### config.mk
export PLATFORM = sky130hd
export DESIGN_NAME = ccc_ctrl
export DESIGN_NICKNAME = d
export VERILOG_FILES = /design/src/hdl/ccc_ctrl.v
export VERILOG_INCLUDE_DIRS = /design/src /design/src/hdl
export SDC_FILE = /design/constraint.sdc
export NUM_CORES = 1
export LEC_CHECK = 0
export BUFFER_PORTS_ARGS = -buffer_cell sky130_fd_sc_hd__buf_2
export CORE_AREA = 3 3 221 223
export DETAILED_ROUTE_END_ITERATION = 8
export DIE_AREA = 0 0 224 226
export PLACE_DENSITY = 0.7
export SYNTH_ARGS = -nofsm -noshare
export SYNTH_HDL_FRONTEND = slang
export SYNTH_SLANG_ARGS = --single-unit
export TNS_END_PERCENT = 20
### constraint.sdc
create_clock -name CLK -period 7 [get_ports CLK]
set_input_delay 1.4 -clock CLK [delete_from_list [all_inputs] [get_ports CLK]]
set_output_delay 1.4 -clock CLK [all_outputs]
set_load 0.02 [all_outputs]
### src/hdl/ccc_defs.vh
/*
 Register map, field positions, reset values and timing figures of the
 processor cache control block. Assumes inclusion by the design file, the checker and the bench.
*/
`ifndef CCC_DEFS_VH
`define CCC_DEFS_VH

// ==========================================================
// Register byte addresses
`define CCC_A_CTRL_TWO   32'h1a0c0020
`define CCC_A_HIT        32'h1a0c0028
`define CCC_A_MISS       32'h1a0c002c
`define CCC_A_MON_CTRL   32'h1a0c0030
`define CCC_A_TINT       32'h1a0c0034
`define CCC_A_MISS_THR   32'h1a0c0038
`define CCC_A_HIT_THR    32'h1a0c003c
`define CCC_A_QSPI_CFG   32'h1a0c0040
`define CCC_A_EMB_CFG    32'h1a0c0044
`define CCC_A_HIT_WS     32'h1a0c0048
`define CCC_A_DBG_RST    32'h1a0c0050

// ==========================================================
// Control register two fields
`define CCC_READY_BIT    28
`define CCC_FLUSH_BIT    27
`define CCC_CTRL_W       27
`define CCC_EMB_LEN_HI   25
`define CCC_EMB_LEN_LO   17
`define CCC_FLUSH_DIS    16
`define CCC_BUSW_HI      15
`define CCC_BUSW_LO      14
`define CCC_IGN_CLKG     13
`define CCC_LIN_REFILL   12
`define CCC_CLK_GATE     10
`define CCC_RAM_WEN      9
`define CCC_QSPI_LEN_HI  8
`define CCC_QSPI_LEN_LO  0

// Bus width selections
`define CCC_BUSW_NORMAL  2'h0
`define CCC_BUSW_LOWER   2'h1
`define CCC_BUSW_UPPER   2'h2

// ==========================================================
// Monitor control fields
`define CCC_MON_W        5
`define CCC_MON_HIT_ST   4
`define CCC_MON_MISS_ST  3
`define CCC_MON_TINT_ST  2
`define CCC_MON_MASK     1
`define CCC_MON_RUN      0
`define CCC_TINT_W       19

// ==========================================================
// Region configuration
`define CCC_QSPI_CFG_RST 32'h16000006
`define CCC_EMB_CFG_RST  32'h00a00006
`define CCC_CFG_RSV_MASK 32'hfffffff7

// ==========================================================
// Timing and sizes
`define CCC_FLUSH_CYCLES 9'd256
`define CCC_CLK_MHZ      7'd100
`define CCC_REF_MHZ      7'd32
`define CCC_MIRROR_LIMIT 16'h2000
`define CCC_SIZE_WORD    2'h2
`define CCC_WORD_STRB    4'hf

`endif

### src/hdl/ccc_ctrl.v
/*
 Control and monitor logic of the processor instruction cache: cacheable
 windows, flush sequencing, debug access gating of the mirrored RAM,
 refill options and the miss rate monitor, reached over APB.
 Assumes all inputs come from logic on CLK and word-only APB access.
*/
`timescale 1ns/10ps
`default_nettype none
`include "ccc_defs.vh"

module ccc_ctrl (
   input  wire        CLK,
   input  wire        RST_B,
   input  wire        CE,
   input  wire        PSEL,
   input  wire        PENABLE,
   input  wire        PWRITE,
   input  wire [31:0] PADDR,
   input  wire [31:0] PWDATA,
   input  wire [3:0]  PSTRB,
   output reg  [31:0] PRDATA,
   output reg         PREADY,
   output reg         PSLVERR,
   input  wire        CACHE_ENABLE,
   input  wire        STORE_RAM_SELECTOR,
   input  wire        LOOKUP_VALID,
   input  wire [31:0] LOOKUP_ADDR,
   input  wire        LOOKUP_HIT,
   input  wire        LOOKUP_HIT_WS,
   output reg         CACHEABLE,
   output reg         QSPI_SELECT,
   input  wire        MIRROR_VALID,
   input  wire        MIRROR_WRITE,
   input  wire [15:0] MIRROR_ADDR,
   input  wire [1:0]  MIRROR_SIZE,
   output reg         MIRROR_ALLOW,
   output reg         MIRROR_ERROR,
   output reg         CACHE_READY,
   output reg         FLUSH_ACTIVE,
   output reg  [7:0]  FLUSH_INDEX,
   output reg         MONITOR_IRQ,
   output reg         DEBUG_RESET_REQ,
   output reg  [26:0] CTRL_TWO
);

   // ==========================================================
   // State
   reg [31:0] hit_tally;
   reg [31:0] miss_tally;
   reg [31:0] hit_ws_tally;
   reg [31:0] miss_thr;
   reg [31:0] hit_thr;
   reg [31:0] qspi_cfg;
   reg [31:0] emb_cfg;
   reg [`CCC_MON_W-1:0]  mon_ctrl;
   reg [`CCC_TINT_W-1:0] tint;
   reg [`CCC_TINT_W-1:0] tint_cnt;
   reg [6:0]  ref_acc;
   reg [8:0]  flush_cnt;
   reg        initialised;
   reg        selector_prev;

   // ==========================================================
   // Helpers
   function in_window;
      input [31:0] addr;
      input [15:0] base;
      input [8:0]  blocks;
      reg   [31:0] rel;
      begin
         rel = addr - {base, 16'h0000};
         in_window = (blocks != 9'h000) &&
                     (rel[31:16] < {7'h00, blocks});
      end
   endfunction

   function [31:0] bump;
      input [31:0] value;
      begin
         bump = value + 32'h0000_0001;
      end
   endfunction

   // ==========================================================
   // Lookup classification
   wire [8:0] qspi_blocks = CTRL_TWO[`CCC_QSPI_LEN_HI:`CCC_QSPI_LEN_LO];
   wire [8:0] emb_blocks  = CTRL_TWO[`CCC_EMB_LEN_HI:`CCC_EMB_LEN_LO];
   // Offset is inside a window when its 64 KB block number is below the
   // window's block count; it is measured from the region base
   wire in_qspi = in_window(LOOKUP_ADDR, qspi_cfg[31:16], qspi_blocks);
   wire in_emb  = in_window(LOOKUP_ADDR, emb_cfg[31:16], emb_blocks);
   wire lookup_cacheable = in_qspi | in_emb;
   wire run = mon_ctrl[`CCC_MON_RUN];
   wire count_hit  = run & LOOKUP_VALID & lookup_cacheable & LOOKUP_HIT;
   wire count_miss = run & LOOKUP_VALID & lookup_cacheable & ~LOOKUP_HIT;
   wire count_ws   = count_hit & LOOKUP_HIT_WS;

   // ==========================================================
   // Reference tick of 32 MHz from the 100 MHz clock
   // One spare bit: accumulator plus step can pass 127
   wire [7:0] acc_sum = {1'b0, ref_acc} + {1'b0, `CCC_REF_MHZ};
   wire       ref_tick = (acc_sum >= {1'b0, `CCC_CLK_MHZ});
   wire [7:0] acc_wrap = acc_sum - {1'b0, `CCC_CLK_MHZ};
   wire [6:0] next_ref_acc = ref_tick ? acc_wrap[6:0] : acc_sum[6:0];
   wire       tint_expire = run & ref_tick & (tint != 0) &
                            (tint_cnt <= 19'h00001);

   // ==========================================================
   // APB decode
   wire apb_setup  = PSEL & ~PENABLE;
   wire apb_access = PSEL & PENABLE & PREADY;
   wire wr = apb_access & PWRITE & ~PSLVERR;
   reg  addr_hit;
   reg  [31:0] rd_value;
   always @* begin
      addr_hit = 1'b1;
      rd_value = 32'h0000_0000;
      case (PADDR)
         `CCC_A_CTRL_TWO: rd_value = {3'h0, CACHE_READY, FLUSH_ACTIVE,
                                      CTRL_TWO};
         `CCC_A_HIT:      rd_value = hit_tally;
         `CCC_A_MISS:     rd_value = miss_tally;
         `CCC_A_MON_CTRL: rd_value = {27'h0, mon_ctrl};
         `CCC_A_TINT:     rd_value = {13'h0, tint};
         `CCC_A_MISS_THR: rd_value = miss_thr;
         `CCC_A_HIT_THR:  rd_value = hit_thr;
         `CCC_A_QSPI_CFG: rd_value = qspi_cfg;
         `CCC_A_EMB_CFG:  rd_value = emb_cfg;
         `CCC_A_HIT_WS:   rd_value = hit_ws_tally;
         `CCC_A_DBG_RST:  rd_value = 32'h0000_0000;
         default:         addr_hit = 1'b0;
      endcase
   end

   // Answer one cycle into the access phase; narrow writes are refused
   always @(posedge CLK or negedge RST_B) begin
      if (!RST_B) begin
         PREADY  <= 1'b0;
         PRDATA  <= 32'h0000_0000;
         PSLVERR <= 1'b0;
      end else if (CE) begin
         if (PSEL & PENABLE & ~PREADY) begin
            PREADY  <= 1'b1;
            PRDATA  <= (PWRITE | ~addr_hit) ? 32'h0000_0000 : rd_value;
            PSLVERR <= ~addr_hit |
                       (PWRITE & (PSTRB != `CCC_WORD_STRB));
         end else begin
            PREADY  <= 1'b0;
            PSLVERR <= 1'b0;
         end
      end
   end

   wire w_ctrl  = wr & (PADDR == `CCC_A_CTRL_TWO);
   wire w_hit   = wr & (PADDR == `CCC_A_HIT);
   wire w_miss  = wr & (PADDR == `CCC_A_MISS);
   wire w_mon   = wr & (PADDR == `CCC_A_MON_CTRL);
   wire w_tint  = wr & (PADDR == `CCC_A_TINT);
   wire w_mthr  = wr & (PADDR == `CCC_A_MISS_THR);
   wire w_hthr  = wr & (PADDR == `CCC_A_HIT_THR);
   wire w_qcfg  = wr & (PADDR == `CCC_A_QSPI_CFG);
   wire w_ecfg  = wr & (PADDR == `CCC_A_EMB_CFG);
   wire w_hws   = wr & (PADDR == `CCC_A_HIT_WS);
   wire w_dbg   = wr & (PADDR == `CCC_A_DBG_RST);

   // ==========================================================
   // Monitor counters and status
   wire [31:0] hit_next  = bump(hit_tally);
   wire [31:0] miss_next = bump(miss_tally);
   wire hit_thr_evt  = count_hit & (hit_thr != 0) & (hit_next == hit_thr);
   wire miss_thr_evt = count_miss & (miss_thr != 0) &
                       (miss_next == miss_thr);

   always @(posedge CLK or negedge RST_B) begin
      if (!RST_B) begin
         hit_tally    <= 32'h0000_0000;
         miss_tally   <= 32'h0000_0000;
         hit_ws_tally <= 32'h0000_0000;
         miss_thr     <= 32'h0000_0000;
         hit_thr      <= 32'h0000_0000;
         tint         <= 19'h00000;
         tint_cnt     <= 19'h00000;
         ref_acc      <= 7'h00;
         mon_ctrl     <= 5'h00;
         MONITOR_IRQ  <= 1'b0;
      end else if (CE) begin
         if (w_hit)
            hit_tally <= PWDATA;
         else if (count_hit)
            hit_tally <= hit_next;
         if (w_miss)
            miss_tally <= PWDATA;
         else if (count_miss)
            miss_tally <= miss_next;
         if (w_hws)
            hit_ws_tally <= PWDATA;
         else if (count_ws)
            hit_ws_tally <= bump(hit_ws_tally);
         if (w_mthr)
            miss_thr <= PWDATA;
         if (w_hthr)
            hit_thr <= PWDATA;
         if (w_tint)
            tint <= PWDATA[`CCC_TINT_W-1:0];
         ref_acc <= next_ref_acc;
         if (!run)
            tint_cnt <= tint;
         else if (ref_tick && tint_cnt != 0)
            tint_cnt <= tint_cnt - 19'h00001;
         // Software write first, hardware set wins over a clear
         if (w_mon)
            mon_ctrl <= PWDATA[`CCC_MON_W-1:0];
         if (tint_expire) begin
            mon_ctrl[`CCC_MON_RUN]     <= 1'b0;
            mon_ctrl[`CCC_MON_TINT_ST] <= 1'b1;
         end
         if (hit_thr_evt)
            mon_ctrl[`CCC_MON_HIT_ST] <= 1'b1;
         if (miss_thr_evt)
            mon_ctrl[`CCC_MON_MISS_ST] <= 1'b1;
         MONITOR_IRQ <= mon_ctrl[`CCC_MON_MASK] &
                        (tint_expire | hit_thr_evt | miss_thr_evt);
      end
   end

   // ==========================================================
   // Control register, region configuration, debug reset request
   always @(posedge CLK or negedge RST_B) begin
      if (!RST_B) begin
         CTRL_TWO        <= 27'h0000000;
         qspi_cfg        <= `CCC_QSPI_CFG_RST;
         emb_cfg         <= `CCC_EMB_CFG_RST;
         DEBUG_RESET_REQ <= 1'b0;
      end else if (CE) begin
         // Bits 13, 12, 10 and 9 drive refill, gating and RAM write paths
         if (w_ctrl)
            CTRL_TWO <= PWDATA[`CCC_CTRL_W-1:0];
         if (w_qcfg)
            qspi_cfg <= PWDATA & `CCC_CFG_RSV_MASK;
         if (w_ecfg)
            emb_cfg <= PWDATA & `CCC_CFG_RSV_MASK;
         DEBUG_RESET_REQ <= w_dbg & PWDATA[0];
      end
   end

   // ==========================================================
   // Flush sequencer and readiness
   wire selector_fall = selector_prev & ~STORE_RAM_SELECTOR;
   wire flush_start = selector_fall & ~CTRL_TWO[`CCC_FLUSH_DIS];
   wire flush_last  = FLUSH_ACTIVE &
                      (flush_cnt == `CCC_FLUSH_CYCLES - 9'd1);

   always @(posedge CLK or negedge RST_B) begin
      if (!RST_B) begin
         FLUSH_ACTIVE  <= 1'b1;
         flush_cnt     <= 9'h000;
         FLUSH_INDEX   <= 8'h00;
         initialised   <= 1'b0;
         selector_prev <= 1'b0;
         CACHE_READY   <= 1'b0;
      end else if (CE) begin
         selector_prev <= STORE_RAM_SELECTOR;
         if (flush_start) begin
            FLUSH_ACTIVE <= 1'b1;
            flush_cnt    <= 9'h000;
         end else if (flush_last) begin
            FLUSH_ACTIVE <= 1'b0;
            initialised  <= 1'b1;
         end else if (FLUSH_ACTIVE) begin
            flush_cnt <= flush_cnt + 9'd1;
         end
         FLUSH_INDEX <= flush_start ? 8'h00 : flush_cnt[7:0];
         CACHE_READY <= CACHE_ENABLE & initialised & ~FLUSH_ACTIVE &
                        ~flush_start & ~flush_last;
      end
   end

   // ==========================================================
   // Lookup result and mirrored RAM access gating
   wire [1:0] busw = CTRL_TWO[`CCC_BUSW_HI:`CCC_BUSW_LO];
   wire size_ok = (busw == `CCC_BUSW_NORMAL) |
                  (((busw == `CCC_BUSW_LOWER) | (busw == `CCC_BUSW_UPPER)) &
                   (~MIRROR_WRITE | (MIRROR_SIZE == `CCC_SIZE_WORD)));
   wire mirror_ok = ~STORE_RAM_SELECTOR &
                    (MIRROR_ADDR < `CCC_MIRROR_LIMIT) &
                    (~MIRROR_WRITE | CTRL_TWO[`CCC_RAM_WEN]) &
                    size_ok;

   always @(posedge CLK or negedge RST_B) begin
      if (!RST_B) begin
         CACHEABLE    <= 1'b0;
         QSPI_SELECT  <= 1'b0;
         MIRROR_ALLOW <= 1'b0;
         MIRROR_ERROR <= 1'b0;
      end else if (CE) begin
         CACHEABLE    <= LOOKUP_VALID & lookup_cacheable;
         QSPI_SELECT  <= LOOKUP_VALID & in_qspi;
         MIRROR_ALLOW <= MIRROR_VALID & mirror_ok;
         MIRROR_ERROR <= MIRROR_VALID & ~mirror_ok;
      end
   end

endmodule
`default_nettype wire

* Word level (Yosys, flattened, before mapping)
Index checks and enable logic that the tools add are counted.
** Storage, ports and cells
- Logic and storage cells :: 192
- Output and inout bits :: 77
- Bits in registers :: 360
- Input port bits :: 131
** Operators by class
- Reductions and logical operators :: 37
- Bitwise logic cells :: 66
- Equal/unequal tests :: 20
- $add $sub $neg :: 9
- Magnitude comparators :: 5
- Multiplexer cells :: 25
** Operators by type and width (count)
- $eq A32 B29 Y1 const B :: 11
- $pmux W32 S10 :: 1
- $mux W32 :: 7
- $add A32 B1 Y32 const B :: 3
- $eq A32 B32 Y1 :: 2
- $reduce_bool A32 Y1 :: 2
- $sub A32 B32 Y32 :: 2
- $and A1 B1 Y1 :: 46
- $mux W19 :: 2
- $reduce_bool A19 Y1 :: 2
- $lt A16 B9 Y1 :: 2
- $reduce_and A2 Y1 :: 16
- $mux W9 :: 3
- $le A19 B1 Y1 const B :: 1
- $sub A19 B1 Y19 const B :: 1
- $reduce_bool A9 Y1 :: 2
- $lt A16 B14 Y1 const B :: 1
- $reduce_bool A2 Y1 :: 8
- $not A1 Y1 :: 11
- $reduce_or A11 Y1 :: 1
- $add A9 B1 Y9 const B :: 1
- $eq A9 B8 Y1 const B :: 1
- $mux W1 :: 9
- $or A1 B1 Y1 :: 9
- 14 further kinds :: 18

* Logic depth before layout (Yosys ltp)
Gate-level depths: netlist (run 1).
- Word-level depth :: 11
- Mapped depth :: 21

* Worst setup path after synthesis (run 1)
No wires, ideal clock.
- Kind :: in2reg
- Start :: input LOOKUP_ADDR[16]
- End :: register miss_tally[24]
- Slack :: 1.623 ns
- Path buffers :: 3
- Cell stages on the path :: 21
- Arrival time :: 5.247 ns
- Cells stage by stage :: inv_1 ha_1 fa_1 nand2b_1 a21oi_1 or2_2 xor2_1 ha_1 and4_1 a2111oi_0 o21ai_0 a22oi_1 nand4_1 nor4_1 a21oi_2 buf_6 or2_1 buf_2 buf_4 nor3_1 nor3_1
** Between the ends
- Cells in the longest elaborated chain, start to end :: 8
- Elaborated cells between the ends (all ways) :: 11
- Classes of those cells :: add/sub: 2; order compare: 2; bitwise: 3; reduce/logical: 4
** Ends and longest elaborated chain
- from (decl) :: RTL line ccc_ctrl.v:27 : input wire [31:0] LOOKUP_ADDR,
- $sub A32 B32 Y32 :: RTL line ccc_ctrl.v:71 : rel = addr - {base, 16'h0000};
- $lt A16 B9 Y1 :: RTL line ccc_ctrl.v:73 : (rel[31:16] < {7'h00, blocks});
- $logic_and A1 B1 Y1 :: RTL line ccc_ctrl.v:72 : in_window = (blocks != 9'h000) &&
- $or A1 B1 Y1 * :: RTL line ccc_ctrl.v:92 : wire lookup_cacheable = in_qspi | in_emb;
- $and A1 B1 Y1 * (2 in series) :: RTL line ccc_ctrl.v:95 : wire count_miss = run & LOOKUP_VALID & lookup_cacheable & ~LOOKUP_HIT;
- $reduce_bool A2 Y1 (no source line) *
- $reduce_and A2 Y1 (no source line) *
- to (signal assigned) :: RTL line ccc_ctrl.v:194 : miss_tally <= miss_next;
- to (decl) :: RTL line ccc_ctrl.v:49 : reg [31:0] miss_tally;
Every way passes the cells marked *; elsewhere a longest branch is shown, timed or not.
A chain may end at the register's enable or synchronous reset.

* Final worst setup path (run 1)
- Start :: input LOOKUP_ADDR[16]
- End :: register MONITOR_IRQ
** Between the ends
- Cells in the longest elaborated chain, start to end :: 11
- Elaborated cells between the ends (all ways) :: 17
- Classes of those cells :: add/sub: 2; order compare: 2; bitwise: 11; reduce/logical: 2
** Ends and longest elaborated chain
- $sub A32 B32 Y32 :: RTL line ccc_ctrl.v:71
- $lt A16 B9 Y1 :: RTL line ccc_ctrl.v:73
- $logic_and A1 B1 Y1 :: RTL line ccc_ctrl.v:72
- $or A1 B1 Y1 * :: RTL line ccc_ctrl.v:92
- $and A1 B1 Y1 * :: RTL line ccc_ctrl.v:94, ccc_ctrl.v:95
- $and A1 B1 Y1 :: RTL line ccc_ctrl.v:94 : wire count_hit = run & LOOKUP_VALID & lookup_cacheable & LOOKUP_HIT;
- $and A1 B1 Y1 (2 in series) :: RTL line ccc_ctrl.v:170 : wire hit_thr_evt = count_hit & (hit_thr != 0) & (hit_next == hit_thr);
- $or A1 B1 Y1 :: RTL line ccc_ctrl.v:222 : (tint_expire | hit_thr_evt | miss_thr_evt);
- $or A1 B1 Y1 * :: RTL line ccc_ctrl.v:222
- $and A1 B1 Y1 * :: RTL line ccc_ctrl.v:221 : MONITOR_IRQ <= mon_ctrl[`CCC_MON_MASK] &
- to (signal assigned) :: RTL line ccc_ctrl.v:221
- to (decl) :: RTL line ccc_ctrl.v:41 : output reg MONITOR_IRQ,
Marked as above.

==> impl_metrics.json, run 1 <==
{
  "outcome": "completed",
  "cts_tree": "done",
  "crit_path_max_incr_delay_ps": 750,
  "pwr_density_cell_mw_per_mm2": 186,
  "crit_path_max_fanout": 32,
  "fmax_mhz": 169,
  "finalMaxSlewViolations": 0,
  "finalSetupViolCount": 0,
  "yosysWarnings": 0,
  "clk_latency_ps": 580,
  "rrSetupSlack_ps": 1580,
  "multi_input_area_mm2": 0.0132,
  "synth_fp_nets": 2741,
  "place_area_mm2": 0.0247,
  "core_area_mm2": 0.0468,
  "ys.flop_type": "dfrtp_1",
  "grt_max_degree": 129,
  "cts_root_buffer": "clkbuf_16",
  "ant_nets": 0,
  "grt_pass1_wl_um": 137000,
  "p_leak_nw": 11.6,
  "antenna_found_initial": 3,
  "fin_skew_ps": 26.6,
  "endpoint_kind": "flop",
  "gr-total-overflow": 0,
  "final_cell_mix": "dfrtp_1 (348), buf_2 (176), nand2_1 (170), mux2_2 (163), nor2_1 (156)",
  "nNetsFinal": 2801,
  "tightest_slew_ps": 1080,
  "io_pins": 208,
  "final_common_cell": "dfrtp_1",
  "ys_seq_area_share_pct": 38.2,
  "cts.sinks": 358,
  "slew_headroom_pct": 27.4,
  "die_w_um": 224,
  "postRouteWirelength_um": 91200,
  "path_cells": "buf_2 -> inv_1 -> ha_1 -> fa_1 -> nand2b_1 -> a21oi_1 -> or2_2 -> xor2_1 -> ha_1 -> and4_1 -> a2111oi_0 -> o21ai_0 -> a22oi_1 -> nand4_1 -> nor4_1 -> buf_4 -> a21oi_4 -> buf_12 -> or4_1 -> a31oi_1 -> a21o_1",
  "finish.utilization_pct": 55.8,
  "cts_resized": 0,
  "seqCellArea_mm2": 0.00897,
  "vdd_drop_max_mv": 0.209,
  "hold_violations": 0,
  "clk_transition_reported_paths_ps": 60,
  "die_h_um": 226,
  "start_util_pct": 50.2,
  "dr.pass1.iters": 7,
  "yosys.cell_types.count": 101,
  "fin_setup_tns_ps": 0,
  "cts_buffer_depth": 3,
  "ys_seq_elements": 358,
  "worstHoldPathType": "flop to flop",
  "cp-start-kind": "input port",
  "final.min_clock_period_ps": 5900,
  "port-buffer-count": 178,
  "vias": 22400,
  "dpl.hpwl_um": 64800,
  "post-route-period-util_pct": 84.3,
  "drtIter0Drc": 2513,
  "wl_per_cell_um": 28.1,
  "drc": 0,
  "dieArea_mm2": 0.0506,
  "final_area_mm2": 0.0261,
  "syn_inst": 2551,
  "synthesis.area_mm2": 0.0235,
  "rows": 79,
  "post_cts_buffers": 0,
  "grt_setup_unrepaired": "no",
  "syn_to_final_growth_pct": 11.2,
  "cts_max_level": 2,
  "crit_arrival_ps": 6420,
  "drive_gt1_share_pct": 20.0,
  "cts_made_buffers": 41,
  "path_common_cell": "ha_1",
  "cts_hold_buf": 0,
  "cap_violations": 0,
  "criticalPathCategory": "input port to flop",
  "gp_congestion": 0.972,
  "synth_edf_count": 0,
  "grt_pass1_vias": 21700,
  "async_flop_share_pct": 100,
  "track_usage_pct": 35.4,
  "worstPathRequired_ps": 7510,
  "fill_cells": 4152,
  "syn_area_per_cell_um2": 9.20,
  "via_per_inst": 6.89,
  "slowest_stage": "or4_1"
}
[sequential cells by signal (all words and copies together) (netlist names), 5 cells and up]
| name | flops |
|---|---|
| tint | 19 |
| miss_tally | 32 |
| hit_ws_tally | 32 |
| miss_thr | 32 |
| emb_cfg | 31 |
| flush_cnt | 9 |
| qspi_cfg | 31 |
| hit_thr | 32 |
| FLUSH_INDEX | 8 |
| mon_ctrl | 5 |
| hit_tally | 32 |
| CTRL_TWO | 27 |
| ref_acc | 5 |
| PRDATA | 32 |
| tint_cnt | 19 |
[power by group]
| part | internal [mW] | total, mW | switching (mW) |
|---|---|---|---|
| clock network | 1.33 | 2.26 | 0.925 |
| logic | 0.151 | 0.454 | 0.303 |
| registers | 2.11 | 2.15 | 0.0396 |
[cell type report]
class / count / area share, %
Antenna cell: 3 / 0.0288
Clock buffer: 58 / 4.68
Clock inverter: 16 / 0.719
Inverter: 92 / 1.32
Multi-Input combinational cell: 1883 / 50.7
Sequential cell: 358 / 34.4
Tap cell: 607 / 2.91
Timing Repair Buffer: 235 / 5.26
[per-layer routing]
metal / wire (um) / GRT usage (%) / up-vias
li1: - / - / 9815
met1: 36500 / 45.9 / 11100
met2: 41100 / 56.0 / 1208
met3: 8080 / 7.12 / 270
met4: 5560 / 19.3 / 0
met5: 0 / 0 / -
[cells in the mapped netlist (10+ instances only)]
library cell	n	share of area [%]
o2bb2ai_1	26	0.97
o31ai_1	10	0.32
o22ai_1	25	0.67
ha_1	57	3.0
or3_1	26	0.69
and4_1	19	0.71
mux2i_1	14	0.60
a21o_1	11	0.35
or4_1	11	0.35
o22a_1	14	0.52
inv_1	90	1.4
and3_1	56	1.5
nor2b_1	18	0.48
a31oi_1	31	0.83
a31o_2	13	0.49
nor3_1	62	1.3
nand2b_1	15	0.40
nor2_1	157	2.5
xnor2_1	71	2.6
nor4_1	49	1.3
clkbuf_1	144	2.3
dfstp_2	10	1.1
a311oi_1	15	0.56
o21ai_0	90	1.9
nand4_1	68	1.8
o41ai_1	27	1.0
o21ai_1	10	0.21
a22oi_1	92	2.9
mux2_2	163	7.8
a222oi_1	17	0.73
and2_1	16	0.43
buf_2	39	0.83
a41o_1	13	0.55
nand2_1	170	2.7
buf_4	12	0.38
dfrtp_1	348	37
buf_1	18	0.29
a211oi_1	36	1.2
a22o_1	32	1.2
o211ai_1	12	0.38
nand3_1	96	2.0
a221oi_1	22	0.82
a21oi_1	132	2.8
xor2_1	42	1.6
[path summary, 6_finish.rpt]
path | from | to | depth (start not counted)
max in group asynchronous | RST_B | miss_thr[23] | 2
worst min register to register | FLUSH_INDEX[1] | FLUSH_INDEX[1] | 1
worst max-delay path | LOOKUP_ADDR[16] | MONITOR_IRQ | 21
worst max register to register | qspi_cfg[16] | MONITOR_IRQ | 19
worst min-delay path | FLUSH_INDEX[1] | FLUSH_INDEX[1] | 1
min in group asynchronous | RST_B | FLUSH_INDEX[5] | 1
[logic make-up after synthesis]
family          share of synthesized area (%)
compound gates                           21.8
xor+xnor                                 4.22
fa+ha+maj                                3.25
buf+inv                                  5.46
flops                                    38.2
mux                                      8.42
simple gates                             18.6
[critical path: cells and delay by family]
kind	cells	cell delay (ps)
AND/OR/NAND/NOR	6	1720
AO/OA/AOI/OAI	7	1590
XOR/XNOR	1	200
buffers and inverters	4	560
adder cells (fa/ha/maj)	3	900
[metrics by stage]
stage / setup WS (ps) / cells / hold slack, ps / total power, mW
final: 1100 / 3252 / 485 / 4.86
after global routing: 842 / 3249 / 493 / 5.02
after CTS: 1150 / 3249 / 488 / 4.88
after detailed placement: 576 / 3175 / 468 / 2.63
after global placement: 645 / 3175 / 463 / 2.61
after floorplan: 1620 / 2551 / 443 / 2.44
No activity file was read; power rests on OpenSTA's default activity.
==> run 2, diff against run 1 <==
==> constraint.sdc (replaced) <==
create_clock -name CLK -period 6.02 [get_ports CLK]
set_input_delay 1.204 -clock CLK [delete_from_list [all_inputs] [get_ports CLK]]
set_output_delay 1.204 -clock CLK [all_outputs]
set_load 0.02 [all_outputs]
==> run 2 against run 1 <==
Compared with the run above: worst hold slack got worse by 7.7 ps; power increased by 20%; clock skew increased by 14 ps; non-clock buffer count increased by 10; critical path type unchanged; final area increased by 0.71%; global-route usage decreased by 0.90 points; critical endpoint is now miss_tally[25]; via count about the same.
==> impl_metrics.json, run 2 (synthesis results as in run 1) <==
{
  "outcome": "completed",
  "post_cts_buffers": 0,
  "dr.pass1.iters": 6,
  "track_usage_pct": 34.5,
  "core_area_mm2": 0.0468,
  "cts_max_level": 2,
  "gr-total-overflow": 0,
  "slowest_stage": "or2_1",
  "cp_top_family": "simple AND/OR/NAND/NOR gates",
  "die_h_um": 226,
  "finish.utilization_pct": 56.2,
  "hold_violations": 0,
  "slew_headroom_pct": 14.6,
  "vdd_drop_max_mv": 0.233,
  "cp-start-kind": "input port",
  "path_buf_inv": 4,
  "final_cell_mix": "dfrtp_1 (348), buf_2 (176), nand2_1 (170), mux2_2 (163), nor2_1 (156)",
  "criticalPathCategory": "input port to flop",
  "drtIter0Drc": 2698,
  "post-route-period-util_pct": 86.9,
  "endpoint_kind": "flop",
  "cts_hold_buf": 0,
  "dieArea_mm2": 0.0506,
  "nNetsFinal": 2812,
  "ant_nets": 0,
  "drc": 0,
  "p_leak_nw": 11.6,
  "finalSetupViolCount": 0,
  "cap_violations": 0,
  "die_w_um": 224,
  "dpl.hpwl_um": 63100,
  "fin_skew_ps": 40.8,
  "final.min_clock_period_ps": 5230,
  "gp_congestion": 1.01,
  "grt_pass1_vias": 21500,
  "final_area_mm2": 0.0263,
  "crit_path_max_incr_delay_ps": 560,
  "stdcell_count": 3264,
  "cts_resized": 0,
  "place_area_mm2": 0.0248,
  "grt_setup_unrepaired": "no",
  "crit_arrival_ps": 5630,
  "fin_setup_tns_ps": 0,
  "tightest_slew_ps": 1280,
  "grt_max_degree": 121,
  "via_per_inst": 6.87,
  "finalMaxSlewViolations": 0,
  "worstPathRequired_ps": 6420,
  "p_total_mw": 5.84,
  "wl_per_cell_um": 27.2,
  "clk_latency_ps": 590,
  "cts.sinks": 358,
  "cts_buffer_depth": 3,
  "antenna_found_initial": 3,
  "rows": 79,
  "pwr_density_cell_mw_per_mm2": 222,
  "path_cells": "buf_2 -> inv_1 -> ha_1 -> fa_1 -> nand2b_1 -> a21oi_1 -> or2_2 -> xor2_1 -> ha_1 -> and4_1 -> a2111oi_0 -> o21ai_0 -> a22oi_1 -> nand4_1 -> nor4_1 -> buf_4 -> a21oi_4 -> or2_1 -> buf_4 -> o22ai_1 -> a21oi_1",
  "fmax_mhz": 191,
  "cts_root_buffer": "clkbuf_16",
  "port-buffer-count": 178,
  "cts_made_buffers": 42,
  "postRouteWirelength_um": 88900,
  "dp_cells": 3185,
  "worstHoldPathType": "flop to flop",
  "final_common_cell": "dfrtp_1",
  "crit_path_max_fanout": 17,
  "vias": 22400,
  "drive_gt1_share_pct": 20.2,
  "grt_pass1_wl_um": 134000,
  "start_util_pct": 50.2,
  "syn_to_final_growth_pct": 12.0,
  "cts_tree": "done",
  "clk_transition_reported_paths_ps": 60,
  "io_pins": 208
}
run 2: cell types whose count changed in the layout (fill, tap and decap cells not counted):
cell       previous run  this run
buf_4                54        64
clkbuf_1              5        10
clkinv_2              9         4
bufinv_16             3         7
clkbuf_8             11         9
diode_2               3         1
clkbuf_16            42        43
clkinv_8              1         2
inv_16                1         0
inv_6                 0         1
run 2: worst paths after layout:
check / from / endpoint / slack (ps) / cells past startpoint
setup / recovery: LOOKUP_ADDR[16] / miss_tally[25] / 790 / 21
setup reg to reg: qspi_cfg[16] / miss_tally[25] / 1070 / 19
min in group asynchronous: RST_B / FLUSH_INDEX[6] / 610 / 1
max in group asynchronous: RST_B / PRDATA[21] / 4050 / 2
hold / removal: FLUSH_INDEX[7] / FLUSH_INDEX[7] / 480 / 1
hold reg to reg: FLUSH_INDEX[7] / FLUSH_INDEX[7] / 480 / 1
run 2: layer usage:
layer	wire length, um	part of all wire, %	GRT usage (%)
met1	34900	39	45.2
met2	39900	45	53.9
met3	8140	9.1	5.94
met4	5980	6.7	20.5
met5	37	0.042	0
run 2: area by class of cell:
cell class	count	area (um^2)
antenna	1	2.50
clock buffer	62	1240
clock inverter	16	288
fill	4168	20500
inverter	92	345
multi-input combinational	1883	13200
sequential	358	8970
tap	607	759
timing repair buffer	245	1450
run 2: report_power, final:
group          switching (mW)  internal, mW  total [mW]  leakage [nW]
Combinational           0.346         0.177       0.523          6.01
Clock                    1.09          1.73        2.82         0.744
Sequential             0.0437          2.45        2.50          4.90
run 2: through the flow:
step	setup WS [ps]	hold slack, ps
final	786	477
after global routing	401	506
after CTS	837	484
after detailed placement	286	468
after global placement	251	463
after floorplan	839	443
